[config.mk]
export PLATFORM = sky130hd
export DESIGN_NAME = sirf_top
export DESIGN_NICKNAME = d
export VERILOG_FILES = /design/src/sirf_pkg.sv /design/src/sirf_sync.sv /design/src/sirf_pulse.sv /design/src/sirf_top.sv
export SDC_FILE = /design/constraint.sdc
export NUM_CORES = 1
export LEC_CHECK = 0
export ABC_AREA = 1
export BUFFER_PORTS_ARGS = -buffer_cell sky130_fd_sc_hd__buf_2
export CAP_MARGIN = 20
export CORE_AREA = 2 2 71 73
export DETAILED_ROUTE_END_ITERATION = 7
export DIE_AREA = 0 0 73 75
export GPL_TIMING_DRIVEN = 1
export PLACE_DENSITY_LB_ADDON = 0.2
export SLEW_MARGIN = 0
export SYNTH_ARGS = -nofsm -noshare
export SYNTH_HDL_FRONTEND = slang
export SYNTH_HIERARCHICAL = 1
export SYNTH_SLANG_ARGS = --single-unit
[constraint.sdc]
create_clock -name clk -period 2.9 [get_ports clk]
set_input_delay 0.145 -clock clk [delete_from_list [all_inputs] [get_ports clk]]
set_output_delay 0.145 -clock clk [all_outputs]
set_load 0.02 [all_outputs]
[src/sirf_pkg.sv]
// Package of constants for the supply integrity and reset flag block.
// Assumes a single 250 MHz clock and a plain address/strobe register port.
// Operation
// - Low-voltage indication holds chip in reset.
// - Low-voltage reset drives reset pin low.
// - Watchdog underflow drives pin low minimum width.
// - Option enables detector; auxiliary needs it.
// - Auxiliary flag is live, read-only comparator.
// - Enabled flag toggles raise interrupt request.
// - Pending cleared on entering service routine.
// - Interrupt needs enable and unmasked CPU.
// - Fast rise within delay gives no interrupt.
// - Slow rise, early enable: two interrupts.
// - Slow rise, late enable: one interrupt; here none, as en_rise needs the flag high.
// - Wait mode unchanged; interrupt wakes device.
// - Halt freezes register; no halt wake.
// - Low-voltage flag set by reset, write-zero clears.
// - Watchdog flag set; cleared by write or low-voltage.
// - Other resets never clear low-voltage flag.
// - Two flags encode the reset source.
`default_nettype none
package sirf_pkg;
  localparam logic [7:0] SIRF_CSR_ADDR       = 8'h00;
  localparam logic [7:0] SIRF_CSR_RESET      = 8'h00;
  localparam int         SIRF_BIT_WDG_RF     = 0;
  localparam int         SIRF_BIT_LV_RF      = 4;
  localparam int         SIRF_BIT_AUX_FLAG   = 5;
  localparam int         SIRF_BIT_AUX_IRQ_EN = 6;
  localparam logic [7:0] SIRF_CSR_WMASK      = 8'h51;
  localparam int         SIRF_CLK_MHZ        = 250;
  localparam int         SIRF_WDG_PULSE_NS   = 200;
  localparam int         SIRF_WDG_PULSE_CYC  = (SIRF_WDG_PULSE_NS * SIRF_CLK_MHZ + 999) / 1000;
  localparam int         SIRF_DELAY_SHORT    = 256;
  localparam int         SIRF_DELAY_LONG     = 4096;
  typedef enum logic [1:0] {
    SIRF_RUN   = 2'b00,
    SIRF_LVRST = 2'b01,
    SIRF_WDRST = 2'b11
  } sirf_pin_state_e;
endpackage
`default_nettype wire

[src/sirf_sync.sv]
// Two-flop synchroniser for the auxiliary comparator level.
// Assumes the input may change at any time relative to clk.
`default_nettype none
module sirf_sync (
  input  wire logic clk,
  input  wire logic resetn,
  input  wire logic async_in,
  output logic      sync_out
);
  logic meta_ff;

  // The first stage feeds only the second stage.
  always_ff @(posedge clk) begin
    if (!resetn) begin
      meta_ff  <= 1'b0;
      sync_out <= 1'b0;
    end else begin
      meta_ff  <= async_in;
      sync_out <= meta_ff;
    end
  end
endmodule
`default_nettype wire

[src/sirf_pulse.sv]
// Minimum-width pulse stretcher for the watchdog reset drive.
// Assumes a one-cycle trigger; a retrigger restarts the count.
`default_nettype none
module sirf_pulse #(
  parameter int WIDTH = 50
) (
  input  wire logic clk,
  input  wire logic resetn,
  input  wire logic trig,
  output logic      active
);
  localparam int CW = $clog2(WIDTH + 1);
  logic [CW-1:0] cnt_ff;

  initial begin
    if (WIDTH < 1) $error("sirf_pulse WIDTH must be at least one");
  end

  // Counts down from the trigger so the pin stays low the full width.
  always_ff @(posedge clk) begin
    if (!resetn) cnt_ff <= '0;
    else if (trig) cnt_ff <= CW'(WIDTH);
    else if (cnt_ff != '0) cnt_ff <= cnt_ff - 1'b1;
  end

  assign active = trig || (cnt_ff != '0);
endmodule
`default_nettype wire

[src/sirf_top.sv]
// Supply integrity block: reset pin drive, auxiliary detector interrupt
// and reset-source flags. Assumes the analog detectors arrive as levels and
// that the reset sequencer, interrupt controller and watchdog sit outside.
`default_nettype none
module sirf_top #(
  parameter int WDG_PULSE_CYC = sirf_pkg::SIRF_WDG_PULSE_CYC,
  parameter int RESET_DELAY_LONG = sirf_pkg::SIRF_DELAY_LONG
) (
  input  wire logic       clk,
  input  wire logic       resetn,
  input  wire logic       lvd_option_en,
  input  wire logic       long_delay_sel,
  input  wire logic       lowvolt_below,
  input  wire logic       aux_cmp_async,
  input  wire logic       watchdog_underflow,
  input  wire logic       ext_pin_reset,
  input  wire logic       reset_pin_in,
  output logic            reset_pin_out,
  output logic            reset_pin_oe,
  output logic            chip_reset_req,
  input  wire logic       irq_ack,
  input  wire logic       cpu_irq_masked,
  input  wire logic       halt_mode,
  output logic            aux_irq,
  output logic            wake_from_wait,
  input  wire logic [7:0] reg_addr,
  input  wire logic [7:0] reg_wdata,
  input  wire logic       reg_wr,
  input  wire logic       reg_rd,
  output logic [7:0]      reg_rdata
);
  localparam int DCW = $clog2(RESET_DELAY_LONG + 1);

  initial begin
    if (WDG_PULSE_CYC < 1) $error("sirf_top WDG_PULSE_CYC must be at least one");
    if (RESET_DELAY_LONG < sirf_pkg::SIRF_DELAY_SHORT) $error("sirf_top RESET_DELAY_LONG too small");
  end

  logic            aux_sync;
  logic            aux_prev_ff;
  logic            wdg_active;
  logic            lv_active;
  logic            aux_flag_ff;
  logic            aux_irq_en_ff;
  logic            lv_rf_ff;
  logic            wdg_rf_ff;
  logic            pend_ff;
  logic [DCW-1:0]  delay_ff;
  logic            in_delay;
  logic            csr_wr;
  logic            aux_toggle;
  logic            en_rise;
  logic            aux_live;
  logic [7:0]      csr_view;
  sirf_pkg::sirf_pin_state_e pin_state;

  // Comparator is resynchronised before any decision is made on it.
  sirf_sync sirf_sync_i (
    .clk      (clk),
    .resetn   (resetn),
    .async_in (aux_cmp_async),
    .sync_out (aux_sync)
  );

  sirf_pulse #(
    .WIDTH (WDG_PULSE_CYC)
  ) sirf_pulse_i (
    .clk    (clk),
    .resetn (resetn),
    .trig   (watchdog_underflow),
    .active (wdg_active)
  );

  // Low-voltage reset exists only when the option enables the detector.
  assign lv_active = lvd_option_en && lowvolt_below;

  // Static reset for as long as the supply stays low.
  assign chip_reset_req = lv_active || wdg_active;

  // Priority encoding of what currently pulls the pin.
  always_comb begin
    if (lv_active) pin_state = sirf_pkg::SIRF_LVRST;
    else if (wdg_active) pin_state = sirf_pkg::SIRF_WDRST;
    else pin_state = sirf_pkg::SIRF_RUN;
  end

  // Open-drain: output is always low, enable chooses whether it pulls.
  assign reset_pin_out = 1'b0;
  always_comb begin
    case (pin_state)
      sirf_pkg::SIRF_LVRST: reset_pin_oe = 1'b1;
      sirf_pkg::SIRF_WDRST: reset_pin_oe = 1'b1;
      default:              reset_pin_oe = 1'b0;
    endcase
  end

  // Reset delay counter; the auxiliary flag follows silently while it runs,
  // so a fast supply rise produces no interrupt for that crossing.
  always_ff @(posedge clk) begin
    if (!resetn || chip_reset_req) begin
      delay_ff <= long_delay_sel ? DCW'(RESET_DELAY_LONG) : DCW'(sirf_pkg::SIRF_DELAY_SHORT);
    end else if (delay_ff != '0) begin
      delay_ff <= delay_ff - 1'b1;
    end
  end
  assign in_delay = (delay_ff != '0);

  // Auxiliary logic is dead while the low-voltage option is off.
  assign aux_live = lvd_option_en && aux_sync;

  assign csr_wr = reg_wr && (reg_addr == sirf_pkg::SIRF_CSR_ADDR) && !halt_mode;

  // Live flag, held in halt so the register reads frozen.
  always_ff @(posedge clk) begin
    if (!resetn) aux_flag_ff <= 1'b0;
    else if (!halt_mode) aux_flag_ff <= aux_live;
  end

  // Previous flag value for toggle detection; tracks during reset delay.
  always_ff @(posedge clk) begin
    if (!resetn) aux_prev_ff <= 1'b0;
    else if (!halt_mode) aux_prev_ff <= aux_flag_ff;
  end

  assign aux_toggle = (aux_flag_ff != aux_prev_ff) && !in_delay;
  // Setting the enable while the flag shows low supply gives one event.
  assign en_rise = csr_wr && reg_wdata[sirf_pkg::SIRF_BIT_AUX_IRQ_EN] && !aux_irq_en_ff
                   && aux_flag_ff;

  // Software-owned enable bit.
  always_ff @(posedge clk) begin
    if (!resetn) aux_irq_en_ff <= sirf_pkg::SIRF_CSR_RESET[sirf_pkg::SIRF_BIT_AUX_IRQ_EN];
    else if (csr_wr) aux_irq_en_ff <= reg_wdata[sirf_pkg::SIRF_BIT_AUX_IRQ_EN];
  end

  // Pending latch: a new event in the acknowledge cycle wins over the clear.
  always_ff @(posedge clk) begin
    if (!resetn) pend_ff <= 1'b0;
    else if (halt_mode) pend_ff <= pend_ff;
    else if ((aux_toggle && aux_irq_en_ff) || en_rise) pend_ff <= 1'b1;
    else if (irq_ack || !aux_irq_en_ff) pend_ff <= 1'b0;
  end

  // Request reaches the CPU only when enabled and not masked; in halt the
  // wake line stays low so no auxiliary event ends halt.
  assign aux_irq = pend_ff && aux_irq_en_ff && !cpu_irq_masked;
  assign wake_from_wait = pend_ff && aux_irq_en_ff && !halt_mode;

  // Low-voltage flag: only its own reset sets it; software or resetn clears it.
  always_ff @(posedge clk) begin
    if (!resetn) lv_rf_ff <= 1'b0;
    else if (lv_active) lv_rf_ff <= 1'b1;
    else if (csr_wr && !reg_wdata[sirf_pkg::SIRF_BIT_LV_RF]) lv_rf_ff <= 1'b0;
  end

  // Watchdog flag: a low-voltage reset clears it to give a clean start.
  always_ff @(posedge clk) begin
    if (!resetn) wdg_rf_ff <= 1'b0;
    else if (lv_active) wdg_rf_ff <= 1'b0;
    else if (watchdog_underflow) wdg_rf_ff <= 1'b1;
    else if (csr_wr && !reg_wdata[sirf_pkg::SIRF_BIT_WDG_RF]) wdg_rf_ff <= 1'b0;
  end

  // Register image; reserved bits are constant zero.
  always_comb begin
    csr_view = 8'h00;
    csr_view[sirf_pkg::SIRF_BIT_AUX_IRQ_EN] = aux_irq_en_ff;
    csr_view[sirf_pkg::SIRF_BIT_AUX_FLAG]   = aux_flag_ff;
    csr_view[sirf_pkg::SIRF_BIT_LV_RF]      = lv_rf_ff;
    csr_view[sirf_pkg::SIRF_BIT_WDG_RF]     = wdg_rf_ff;
  end

  // Read data stand only in the cycle after the strobe; unmapped reads zero.
  always_ff @(posedge clk) begin
    if (!resetn) reg_rdata <= 8'h00;
    else if (reg_rd && reg_addr == sirf_pkg::SIRF_CSR_ADDR) reg_rdata <= csr_view;
    else reg_rdata <= 8'h00;
  end

  // External pin events are observed only; they touch no flag.
  logic unused_ok;
  assign unused_ok = ext_pin_reset ^ reset_pin_in;
endmodule
`default_nettype wire

; ---- Yosys cells after proc, flatten, opt, wreduce, memory -nomap -nowiden
; Index checks and enable logic that the tools add are counted.
[totals]
register_bits = 35
output_inout_bits = 13
wordCells = 74
[op_classes]
add_sub_neg = 2
n_eq_ne = 3
mux = 14
bitwise_logic = 2
reduce_logical = 40
[op_table]
columns = operator, n
row1 = $mux 13, 3
row2 = $logic_and 1x1->1, 15
row3 = $reduce_bool 13->1, 1
row4 = $sub 13x1->13 const B, 1
row5 = $mux 6, 2
row6 = $reduce_bool 2->1, 5
row7 = $logic_not 8->1, 1
row8 = $logic_not 1->1, 7
row9 = $mux 1, 7
row10 = $reduce_bool 6->1, 1
row11 = $reduce_or 2->1, 3
row12 = $sub 6x1->6 const B, 1
row13 = $logic_or 1x1->1, 5
row14 = $mux 2, 2
row15 = $reduce_and 2->1, 2
row16 = $eq 2x1->1 const B, 1
row17 = $eq 2x2->1 const B, 1
row18 = $not 1->1, 2
row19 = $ne 1x1->1, 1

; ---- Depth between registers and ports, before layout
; Gate-level depths: netlist (run 1).
[depth]
word_depth = 9
mapped_depth = 11

; ---- Cells and area by module
; Netlist (run 1), hierarchy kept.
[by_module_without_submodules]
columns = module, instances, cells_each, area_each_um2
row1 = sirf_top, 1, 151, 1242.4
row2 = sirf_pulse, 1, 42, 304.0
row3 = sirf_sync, 1, 6, 55.1

; ---- Worst setup path before layout (run 1)
; Ideal clock, no wire load.
[synth_path]
kind = flip-flop to flip-flop
startpoint = reg sirf_pulse_i.cnt_ff[0]
endpoint = reg delay_ff[0] (enable)
setup_time_ns = 0.383
t_arrival_ns = 1.718
path_slack_ns = 0.799
path_stages_with_launch = 9
n_path_buf = 0
path_cell_list = dfxtp_1 > inv_1 > ha_1 > nand4_2 > or2_4 > inv_1 > nand2_2 > nor2_4 > nand3_1
[synth_between]
elab_chain_cells = 5
[synth_lines]
columns = element, line
row1 = start: declaration, sirf_pulse.sv:13  ; logic [CW-1:0] cnt_ff;
row2 = start signal: assignment, sirf_pulse.sv:22  ; else if (trig) cnt_ff <= CW'(WIDTH);
row3 = start signal: assignment, sirf_pulse.sv:23  ; else if (cnt_ff != '0) cnt_ff <= cnt_ff - 1'b1;
row4 = $reduce_bool 6->1, sirf_pulse.sv:26  ; assign active = trig || (cnt_ff != '0);
row5 = $logic_or 1x1->1, sirf_pulse.sv:26
row6 = via wdg_active, sirf_top.sv:41  ; logic wdg_active;
row7 = $logic_or 1x1->1, sirf_top.sv:78  ; assign chip_reset_req = lv_active || wdg_active;
row8 = via chip_reset_req, sirf_top.sv:20  ; output logic chip_reset_req,
row9 = $logic_or 1x1->1, sirf_top.sv:100  ; if (!resetn || chip_reset_req) begin
row10 = $reduce_bool 2->1 (no source line), --
row11 = end signal: assignment, sirf_top.sv:101  ; delay_ff <= long_delay_sel ? DCW'(RESET_DELAY_LONG) : DCW'(sirf_pkg::SIRF_DELAY_SHORT);
row12 = end signal: assignment, sirf_top.sv:103  ; delay_ff <= delay_ff - 1'b1;
row13 = end: declaration, sirf_top.sv:48  ; logic [DCW-1:0] delay_ff;
; The timed path passes the listed nets, and every way through them passes these cells.
; A chain may end at the register's enable or synchronous reset.

; ---- Worst setup path after layout (run 1)
[layout_path]
startpoint = reg sirf_pulse_i.cnt_ff[0]
endpoint = reg delay_ff[3] (enable)
[layout_between]
elab_chain_cells = 5
[layout_lines]
columns = element, line
row1 = $reduce_bool 6->1, sirf_pulse.sv:26
row2 = $logic_or 1x1->1, sirf_pulse.sv:26
row3 = via wdg_active, sirf_top.sv:41
row4 = $logic_or 1x1->1, sirf_top.sv:78
row5 = $logic_or 1x1->1, sirf_top.sv:100
row6 = $reduce_bool 2->1 (no source line), --
; The timed path passes the listed nets, and every way through them passes these cells.

==> summary.md, run 1 <==
| Metric | Value |
|---|---|
| Status | `finished, final reports clean` |
| Crit-path max cell delay | `320 ps` |
| Average cell area after synthesis | `8.05 µm²` |
| Nets | `267` |
| Period utilisation layout | `0.763` |
| Largest net degree at the start of global routing | `10` |
| Post-synthesis sequential area ratio | `0.469` |
| First-pass GRT wire length | `5.33 mm` |
| # diodes | `0` |
| Cells after synthesis | `199` |
| Final setup vio count | `0` |
| Worst path bufs/invs | `3` |
| Clk root buf | `clkbuf_8` |
| Initial core utilization | `0.344` |
| Logic pwr share | `0.180` |
| Die area | `5480 µm²` |
| Yosys warns | `6` |
| Vias after detailed routing | `1303` |
| IO Count | `43` |
| Clk pwr share | `0.327` |
| Top post-synthesis cells by count | `nor2_1, nand2_1, inv_1, dfxtp_1, a21oi_1` |
| Layout cells sized above 1 | `0.260` |
| Final Hold Viols | `0` |
| Gr usage total | `0.128` |
| Number of global-route vias before repair | `1224` |
| H-tree Lvls | `2` |
| Synth top area cells | `edfxtp_1, dfxtp_1, nor2_1` |
| Dpl cells | `281` |
| Fillers | `479` |
| Worst Setup Start Kind | `flip-flop` |
| RSZ-0062 raised after global routing | `no` |
| DPL Wire Length | `2.28 mm` |
| Final Max Tran Viols | `0` |
| Power per cell area | `537 nW/µm²` |
| Max Cap Viol | `0` |
| Delay-heaviest family, CP | `simple AND/OR/NAND/NOR gates` |
| Drt drc | `0` |
| Max clock buf depth | `2` |
| Most common cell in the netlist | `nor2_1` |
| Routed WL | `3.05 mm` |
| CTS sink count | `31` |
| WL/cell | `10.6 µm` |
| Hold Crit Class | `input port to flip-flop` |
| Leak | `0.889 nW` |
| Worst Skew | `10.9 ps` |
| Synth area leader | `edfxtp_1` |
| Tmin final | `2210 ps` |
| Most frequent CP cell | `inv_1` |
| Crit Path Max Fanout | `8` |
| Initial antenna violation count | `0` |
| Async set or reset register ratio after synthesis | `0` |
| Worst EP arrival | `2250 ps` |
| Post-Synthesis Cell Area | `1600 µm²` |
| Reg power frac | `0.492` |
| Switching power | `0.288 mW` |
| IO buf count | `30` |
| Placer Congestion | `0.756` |
| Maximum clock frequency | `452 MHz` |
| Crit end category | `flip-flop` |
| Core box area | `4660 µm²` |
| Clk slew on worst S/H paths | `60 ps` |
| Int Pwr | `0.717 mW` |
| CP Cell Sequence | `inv_1, ha_1, nand4_2, or2_4, inv_1, nand2_2, nor2_4, nand3_1, buf_4` |
| Area grow syn2layout | `17.0%` |
| Drt first pass iters | `4` |
| Critical Path RT | `2930 ps` |
| Worst vdd ir | `290 µV` |
| Kind of critical path | `flip-flop to flip-flop` |
| Die W | `73 µm` |
| Main flop type after synthesis | `dfxtp_1` |
| Die height | `75 µm` |
| # resized after CTS | `0` |
| Detailed Route Iter0 Violations | `41` |
| EDFF count, synth | `13` |
| Netlist cell types | `31` |
| CTS Hold Buffers Added | `0` |
| CTS tree | `yes` |
| Synth Register Bits | `31` |
| Finished Layout Cells | `289` |
| Total congestion overflow | `0` |
| # rows | `25` |
| Setup total negative slack | `0 ps` |
| Top-area cell type share of the netlist area | `0.244` |
| Post-CTS setup repair buffer count | `0` |
| Slowest-stage cell, CP | `dfxtp_1` |
| Clock buffer count from CTS | `5` |
| Clock latency on the worst-skew pair | `280 ps` |
| Vias per Instance | `4.51` |
| R2R Setup Slk | `690 ps` |
| Switching Share | `0.287` |
| Total Power | `1.00 mW` |
| Antenna viol nets, final | `0` |
## cells by family (layout without fill, tap and decap cells)
kind of cell / count (synthesis) / count (layout) / synth area share
compound gates: 32 / 32 / 0.106
xor+xnor: 3 / 3 / 0.0164
fa+ha+maj: 3 / 3 / 0.0234
buf+inv: 38 / 70 / 0.104
flops: 31 / 31 / 0.469
other cells: 1 / 5 / 0.00234
simple gates: 91 / 91 / 0.279
## placed cells by master (no fill, tap or decap), drive strengths merged
master	instances
xnor2	2
clkinv	1
nand2	30
ha	3
conb	5
xor2	1
nand3	12
clkbuf	7
a31oi	1
o31ai	1
nand4	5
o21ai	11
inv	31
nor2	37
nor3	2
buf	31
edfxtp	13
or2	4
dfxtp	18
a211oi	1
a21oi	18
nor3b	1
## flip-flops by register name, indices dropped and copies added (netlist names)
signal and cells:
delay_ff 13, lv_rf_ff 1, sirf_sync_i/sync_out 1, aux_flag_ff 1, pend_ff 1, reg_rdata 4
aux_irq_en_ff 1, sirf_sync_i/meta_ff 1, aux_prev_ff 1, sirf_pulse_i/cnt_ff 6, wdg_rf_ff 1
## metal layers
layer / part of all wire / global-route usage / vias to the layer above
met3: 0.052 / 0.0495 / 3
met1: 0.50 / 0.159 / 562
li1: - / - / 706
met2: 0.44 / 0.209 / 32
met4: 0.0062 / 0.0309 / 0
met5: 0 / 0 / -
## through the flow
| step | util | area [µm²] | hold WS, ps | setup slack [ps] |
|---|---|---|---|---|
| floorplan | - | 1620 | 238 | 799 |
| global placement | 0.384 | 1790 | 336 | 693 |
| detailed placement | 0.384 | 1790 | 340 | 690 |
| CTS | 0.402 | 1870 | 43.3 | 674 |
| global route | 0.402 | 1870 | 61.7 | 508 |
| finish | 0.402 | 1870 | 55.9 | 688 |
## worst paths after layout
kind	startpoint	to	depth (start not counted)
worst max register to register	sirf_pulse_i/cnt_ff[0]$_SDFFE_PP0P_	delay_ff[3]$_SDFFCE_PP0P_	9
worst max-delay path	sirf_pulse_i/cnt_ff[0]$_SDFFE_PP0P_	delay_ff[3]$_SDFFCE_PP0P_	9
worst min register to register	sirf_sync_i/meta_ff$_SDFF_PN0_	sirf_sync_i/sync_out$_SDFF_PN0_	2
worst min-delay path	aux_cmp_async	sirf_sync_i/meta_ff$_SDFF_PN0_	3
## cell type report
cell class	count	area [µm²]	area share
Inverter	31	116	0.0621
Sequential cell	31	751	0.401
Clock buffer	7	76.3	0.0407
Timing Repair Buffer	31	158	0.0842
Tap cell	54	67.6	0.0361
Multi-Input combinational cell	134	699	0.373
Clock inverter	1	5.00	0.00267
## power by group through the flow
stage | sequential, mW | combinational, mW | clock (mW)
after global placement | 0.504 | 0.181 | 0
after CTS | 0.495 | 0.183 | 0.343
after floorplan | 0.500 | 0.146 | 0
final | 0.495 | 0.181 | 0.329
after detailed placement | 0.504 | 0.182 | 0
after global routing | 0.498 | 0.212 | 0.360
## worst min-delay path: stages
cell,delay [ps]
buf_2,80
nand2_1,40
inv_1,40
Power figures use the tool's default switching activity.
==> run 2: changes to the inputs <==
Clock period 2.9 ns to 1.8 ns, I/O delays scaled along.
==> run 2 against run 1 <==
Against the previous run: critical path depth grew 2; non-clock buffer count up 11; via count grew 4.3%; design area increased by 8.6%; register-to-register slack got worse by 590 ps; die area stayed put; clock-buffer cell count did not move; clock power increased by 52%; combinational power grew 100%; largest power group unchanged.
==> summary.md, run 2 (synthesis results as in run 1) <==
| Metric | Value |
|---|---|
| Finished Layout Cells | `300` |
| Multi-input gate area | `772 µm²` |
| Largest Register | `delay_ff` |
| DPL Wire Length | `2.31 mm` |
| # rows | `25` |
| Area grow syn2layout | `27.0%` |
| Nets | `279` |
| Routed WL | `3.14 mm` |
| Fillers | `471` |
| IO buf count | `30` |
| Worst Setup Start Kind | `flip-flop` |
| Initial antenna violation count | `0` |
| Status | `finished, final reports clean` |
| Worst vdd ir | `434 µV` |
| Critical Path RT | `1930 ps` |
| Clock latency on the worst-skew pair | `270 ps` |
| Worst Skew | `2.87 ps` |
| Tmin final | `1700 ps` |
| Dpl cells | `291` |
| Drt drc | `0` |
| Final worst-path setup slack | `98.4 ps` |
| Period utilisation layout | `0.945` |
| CTS sink count | `31` |
| R2R Setup Slk | `100 ps` |
| Commonest non-fill, non-tap cell in the layout | `buf_2` |
| Die area | `5480 µm²` |
| Maximum clock frequency | `588 MHz` |
| Clk root buf | `clkbuf_8` |
| Max clock buf depth | `2` |
| CP Cell Sequence | `inv_2, ha_4, nand4_4, or2_4, inv_2, nand2_4, nor2_4, inv_4, nand2_2, inv_1, a31oi_1` |
| H-tree Lvls | `2` |
| RR Endpoint | `delay_ff[8]$_DFFE_PP_` |
| Drt first pass iters | `4` |
| Hold path depth | `3` |
| Hold Crit Class | `input port to flip-flop` |
| Final Hold Viols | `0` |
| Placer Congestion | `0.766` |
| Most frequent cells in the layout | `buf_2, nor2_1, nand2_1` |
| Crit-path max cell delay | `330 ps` |
| Gr usage total | `0.127` |
| Worst r2r src | `sirf_pulse_i/cnt_ff[0]$_SDFFE_PP0P_` |
| Max reg flops | `13` |
| WL/cell | `10.5 µm` |
| Clk slew on worst S/H paths | `60 ps` |
| Worst EP arrival | `1830 ps` |
| Max Cap Viol | `0` |
| Setup total negative slack | `0 ps` |
| Crit Path Max Fanout | `7` |
| Total Power | `1.66 mW` |
| Delay-heaviest family, CP | `simple AND/OR/NAND/NOR gates` |
| Slowest-stage cell, CP | `dfxtp_2` |
| Die height | `75 µm` |
| Layout cells sized above 1 | `0.333` |
| Most frequent CP cell | `inv_2` |
| Crit end category | `flip-flop` |
| Final setup vio count | `0` |
| # diodes | `0` |
| Kind of critical path | `flip-flop to flip-flop` |
| First-pass GRT wire length | `5.24 mm` |
| Pre-CTS setup slack | `55.5 ps` |
| Number of global-route vias before repair | `1247` |
| Final Max Tran Viols | `0` |
| Vias after detailed routing | `1359` |
| Clock buffer count from CTS | `5` |
| Leak | `0.938 nW` |
| Vias per Instance | `4.53` |
| Worst r2r path cells | `11` |
| FF/Latch Area | `753 µm²` |
| IO Count | `43` |
| Hold wc startpoint | `watchdog_underflow` |
| Hold Crit Endpoint | `wdg_rf_ff$_SDFFE_PP0P_` |
| Power per cell area | `818 nW/µm²` |
| Die W | `73 µm` |
| Initial core utilization | `0.344` |
| Detailed Route Iter0 Violations | `40` |
| WP depth | `11` |
| Total congestion overflow | `0` |
| CTS tree | `yes` |
| Worst path bufs/invs | `4` |
| RSZ-0062 raised after global routing | `no` |
| Core box area | `4660 µm²` |
| Top flop regs | `delay_ff (13), sirf_pulse_i/cnt_ff (6), reg_rdata (4)` |
| Largest net degree at the start of global routing | `14` |
| Antenna viol nets, final | `0` |
## run 2: where the power goes
part	switching (mW)	internal, mW	leakage [nW]
combinational	0.210	0.153	0.596
sequential	0.0287	0.771	0.304
clock	0.235	0.266	0.0383
## run 2: worst max-delay path by stage
stage	end	slack [ps]	from
2_1_floorplan	delay_ff[12]$_DFFE_PP_	-1	sirf_pulse_i/cnt_ff[1]$_SDFFE_PN0P_
3_3_place_gp	delay_ff[10]$_SDFFCE_PP0P_	80	sirf_pulse_i/cnt_ff[1]$_SDFFE_PN0P_
3_5_place_dp	delay_ff[10]$_SDFFCE_PP0P_	60	sirf_pulse_i/cnt_ff[1]$_SDFFE_PN0P_
4_1_cts	delay_ff[8]$_DFFE_PP_	40	sirf_pulse_i/cnt_ff[1]$_SDFFE_PN0P_
5_1_grt	delay_ff[9]$_SDFFCE_PP0P_	1	sirf_pulse_i/cnt_ff[0]$_SDFFE_PP0P_
6_report	delay_ff[8]$_DFFE_PP_	100	sirf_pulse_i/cnt_ff[0]$_SDFFE_PP0P_
## run 2: worst register-to-register path, cell delays in order, from the launching register on
cell and delay, ps:
dfxtp_2 330, inv_2 70, ha_4 150, nand4_4 70
or2_4 260, inv_2 60, nand2_4 60, nor2_4 220
inv_4 100, nand2_2 70, inv_1 40, a31oi_1 120
## run 2: timing repair
| item | in CTS | in global routing |
|---|---|---|
| hold buffers | 1 | 0 |
| endpoints found under the hold margin | 1 | 0 |
| setup endpoints to repair | 0 | 24 |
| gates resized for setup | 0 | 14 |
| buffers inserted | 0 | 0 |
## run 2: cell type report
cell class	instances	share of cell area
Multi-Input combinational cell	135	0.379
Sequential cell	31	0.370
Timing Repair Buffer	42	0.121
Inverter	31	0.0584
Clock buffer	7	0.0375
Tap cell	54	0.0332
## run 2: per-layer routing
| metal | track usage | vias to the layer above | share of wire |
|---|---|---|---|
| li1 | - | 732 | - |
| met1 | 0.156 | 585 | 0.49 |
| met2 | 0.203 | 37 | 0.44 |
| met3 | 0.0455 | 5 | 0.052 |
| met4 | 0.0556 | 0 | 0.018 |
| met5 | 0 | - | 0 |
## run 2: per-stage QoR
stage	util	cell area [µm²]	hold WS [ps]
after floorplan	-	1650	183
after global placement	0.407	1900	271
after detailed placement	0.407	1900	280
after CTS	0.426	1980	82.2
after global routing	0.437	2030	103
final	0.437	2030	86.4
==> run 3: changes to the inputs <==
Settings changed: ABC_AREA 1 to not set, CELL_PAD_IN_SITES_DETAIL_PLACEMENT set to 1, CELL_PAD_IN_SITES_GLOBAL_PLACEMENT set to 1, CORE_AREA 2 2 71 73 to 2 2 70 72, DIE_AREA 0 0 73 75 to 0 0 72 74.
==> run 3 against run 2 <==
Against the previous run: final cell count fell by 13%; design area rose by 1.8%; maximum frequency fell by 6.6%; synthesized cell count fell by 23%; the run now ends with setup timing left; wire length rose by 21%; non-clock buffer count rose by 8; sequential share of layout area fell by 0.73 points; flip-flop and latch count did not move; combinational power rose by 41%; area after synthesis fell by 3.0%; first-iteration DRC count fell by 33%.
==> summary.md, run 3 <==
| Metric | Value |
|---|---|
| Worst r2r path cells | `6` |
| Core box area | `4600 µm²` |
| Maximum clock frequency | `549 MHz` |
| Number of global-route vias before repair | `1357` |
| Antenna viol nets, final | `0` |
| Leak | `0.911 nW` |
| Setup total negative slack | `-38.1 ps` |
| Worst Skew | `7.88 ps` |
| Final worst-path setup slack | `-21.8 ps` |
| Largest Register | `delay_ff` |
| Fillers | `527` |
| Violated checks | `setup timing` |
| RR Endpoint | `delay_ff[10]$_SDFFCE_PP0P_` |
| Routed WL | `3.79 mm` |
| Initial core utilization | `0.338` |
| Crit-path max cell delay | `450 ps` |
| EDFF count, synth | `13` |
| First-pass GRT wire length | `6.27 mm` |
| H-tree Lvls | `2` |
| Top flop regs | `delay_ff (13), sirf_pulse_i/cnt_ff (6), reg_rdata (4)` |
| Top-area cell type share of the netlist area | `0.251` |
| Top post-synthesis cells by count | `dfxtp_1, nor2_1, edfxtp_1, and2_1, xnor2_1` |
| Initial antenna violation count | `0` |
| Detailed Route Iter0 Violations | `27` |
| Post-synthesis sequential area ratio | `0.483` |
| Main flop type after synthesis | `dfxtp_1` |
| Power per cell area | `896 nW/µm²` |
| Final setup vio count | `2` |
| Post-Synthesis Cell Area | `1550 µm²` |
| IO Count | `43` |
| Commonest non-fill, non-tap cell in the layout | `buf_2` |
| Most common cell in the netlist | `dfxtp_1` |
| Most frequent cells in the layout | `buf_2, buf_4, dfxtp_1` |
| Period utilisation layout | `1.01` |
| Status | `finished, violations left` |
| CTS tree | `yes` |
| Final Max Tran Viols | `0` |
| IO buf count | `30` |
| Hold Crit Endpoint | `sirf_sync_i/meta_ff$_SDFF_PN0_` |
| Clk slew on worst S/H paths | `70 ps` |
| Critical Path RT | `1830 ps` |
| Yosys warns | `6` |
| Largest net degree at the start of global routing | `15` |
| Nets | `238` |
| Worst r2r src | `delay_ff[1]$_SDFFCE_PP0P_` |
| Hold Crit Class | `input port to flip-flop` |
| Kind of critical path | `flip-flop to flip-flop` |
| # diodes | `0` |
| Vias per Instance | `4.94` |
| Final Hold Viols | `0` |
| DPL Wire Length | `2.84 mm` |
| Die W | `72 µm` |
| CTS Hold Buffers Added | `0` |
| Drt drc | `0` |
| Cells after synthesis | `153` |
| Hold wc startpoint | `aux_cmp_async` |
| WL/cell | `14.6 µm` |
| Average cell area after synthesis | `10.1 µm²` |
| CTS sink count | `31` |
| Area grow syn2layout | `33.4%` |
| Worst vdd ir | `464 µV` |
| # rows | `25` |
| Slowest-stage cell, CP | `or3b_4` |
| Clock latency on the worst-skew pair | `280 ps` |
| Die height | `74 µm` |
| Hold path depth | `2` |
| Worst Setup Start Kind | `flip-flop` |
| Max reg flops | `13` |
| Gr usage total | `0.155` |
| RSZ-0062 raised after global routing | `yes` |
| CP Cell Sequence | `inv_2, ha_1, or3b_4, nor3_2, xnor2_1, nor2_1` |
| Netlist cell types | `43` |
| Synth area leader | `edfxtp_1` |
| Die area | `5330 µm²` |
| Async set or reset register ratio after synthesis | `0` |
| Max clock buf depth | `2` |
| R2R Setup Slk | `-20 ps` |
| Crit Path Max Fanout | `5` |
| Max Cap Viol | `0` |
| Tmin final | `1820 ps` |
| Vias after detailed routing | `1284` |
| Clk root buf | `clkbuf_8` |
| Synth top area cells | `edfxtp_1, dfxtp_1, xnor2_1` |
| Synth Register Bits | `31` |
| Crit end category | `flip-flop` |
| Pre-CTS setup slack | `-88.8 ps` |
| Drt first pass iters | `2` |
| Layout cells sized above 1 | `0.403` |
| Clock buffer count from CTS | `5` |
| Worst EP arrival | `1850 ps` |
| Placer Congestion | `0.768` |
| Total congestion overflow | `0` |
run 3: cell count changes in the layout (fill, tap and decap cells not counted), moves of 5 or more:
cell     change
inv_1       -21
nand2_1     -21
a21oi_1     -15
nor2_1      -11
buf_4        +9
and2_1       +8
nand3_1      -8
nor2_2       -7
xnor2_1      +6
o21ai_1      -5
run 3: metrics by stage:
step	cell area (µm²)	instances	hold slack [ps]	util	total power, mW
2_1_floorplan	1600	157	212	-	1.12
3_3_place_gp	1870	247	295	0.406	1.23
3_5_place_dp	1870	247	304	0.406	1.25
4_1_cts	1990	258	0.939	0.432	1.81
5_1_grt	2070	260	9.38	0.451	1.96
6_report	2070	260	10.0	0.451	1.86
run 3: what timing repair did:
| item | in CTS | in global routing |
|---|---|---|
| endpoints found under the hold margin | 0 | 0 |
| resized for setup | 5 | 14 |
| buffers inserted | 2 | 2 |
| endpoints found under the setup margin | 22 | 28 |
| gates cloned | 1 | 0 |
| pin swaps | 1 | 2 |
run 3: how the worst max path moves through the flow:
| stage | start | end | slack [ps] | cells past startpoint |
|---|---|---|---|---|
| floorplan | sirf_pulse_i/cnt_ff[1]$_SDFFE_PN0P_ | delay_ff[0]$_SDFFCE_PP0P_ | 7 | 7 |
| global placement | sirf_pulse_i/cnt_ff[0]$_SDFFE_PP0P_ | delay_ff[9]$_SDFFCE_PP0P_ | -40 | 7 |
| detailed placement | sirf_pulse_i/cnt_ff[0]$_SDFFE_PP0P_ | delay_ff[4]$_SDFFCE_PP0P_ | -90 | 7 |
| CTS | delay_ff[0]$_SDFFCE_PP0P_ | delay_ff[7]$_SDFFCE_PP0P_ | -50 | 6 |
| global route | delay_ff[1]$_SDFFCE_PP0P_ | delay_ff[8]$_DFFE_PP_ | -100 | 6 |
| finish | delay_ff[1]$_SDFFCE_PP0P_ | delay_ff[10]$_SDFFCE_PP0P_ | -20 | 6 |
run 3: cell type report:
class	instances	area [µm²]	area share
clock buffers	6	72.6	0.0350
clock inverters	2	11.3	0.00543
inverters	5	18.8	0.00906
multi-input cells	112	846	0.408
flip-flops and latches	31	752	0.363
well taps	54	67.6	0.0326
repair buffers	50	304	0.147
run 3: cells by family (layout without fill, tap and decap cells):
family	Yosys count	count (layout)	share of synthesized area
multiplexers	2	2	0.0129
flip-flops	31	31	0.483
XOR/XNOR	11	11	0.0621
AO/OA/AOI/OAI	21	21	0.0870
adder cells (fa/ha/maj)	3	3	0.0242
other	1	5	0.00242
AND/OR/NAND/NOR	69	70	0.273
buffers and inverters	15	63	0.0548
run 3: where the power goes:
part / internal [mW] / switching, mW / leakage [nW]
Clock: 0.271 / 0.264 / 0.0455
Combinational: 0.267 / 0.245 / 0.561
Sequential: 0.773 / 0.0358 / 0.304
Total: 1.31 / 0.545 / 0.911
run 3: metal layers:
metal,share of wire,global-route usage,wire [µm],up-vias
met5,0,0,0,-
met4,0.013,0.0692,50,0
met3,0.027,0.0285,101,7
met2,0.54,0.281,2060,16
met1,0.42,0.180,1580,625
li1,-,-,-,636
run 3: critical path, delay by kind of cell, from the launching register on:
kind,cells,cell delay [ps]
DFF,1,430
adders and majority gates,1,170
buffers and inverters,1,90
xor gates and xnor gates,1,160
and+or+nand+nor,3,730
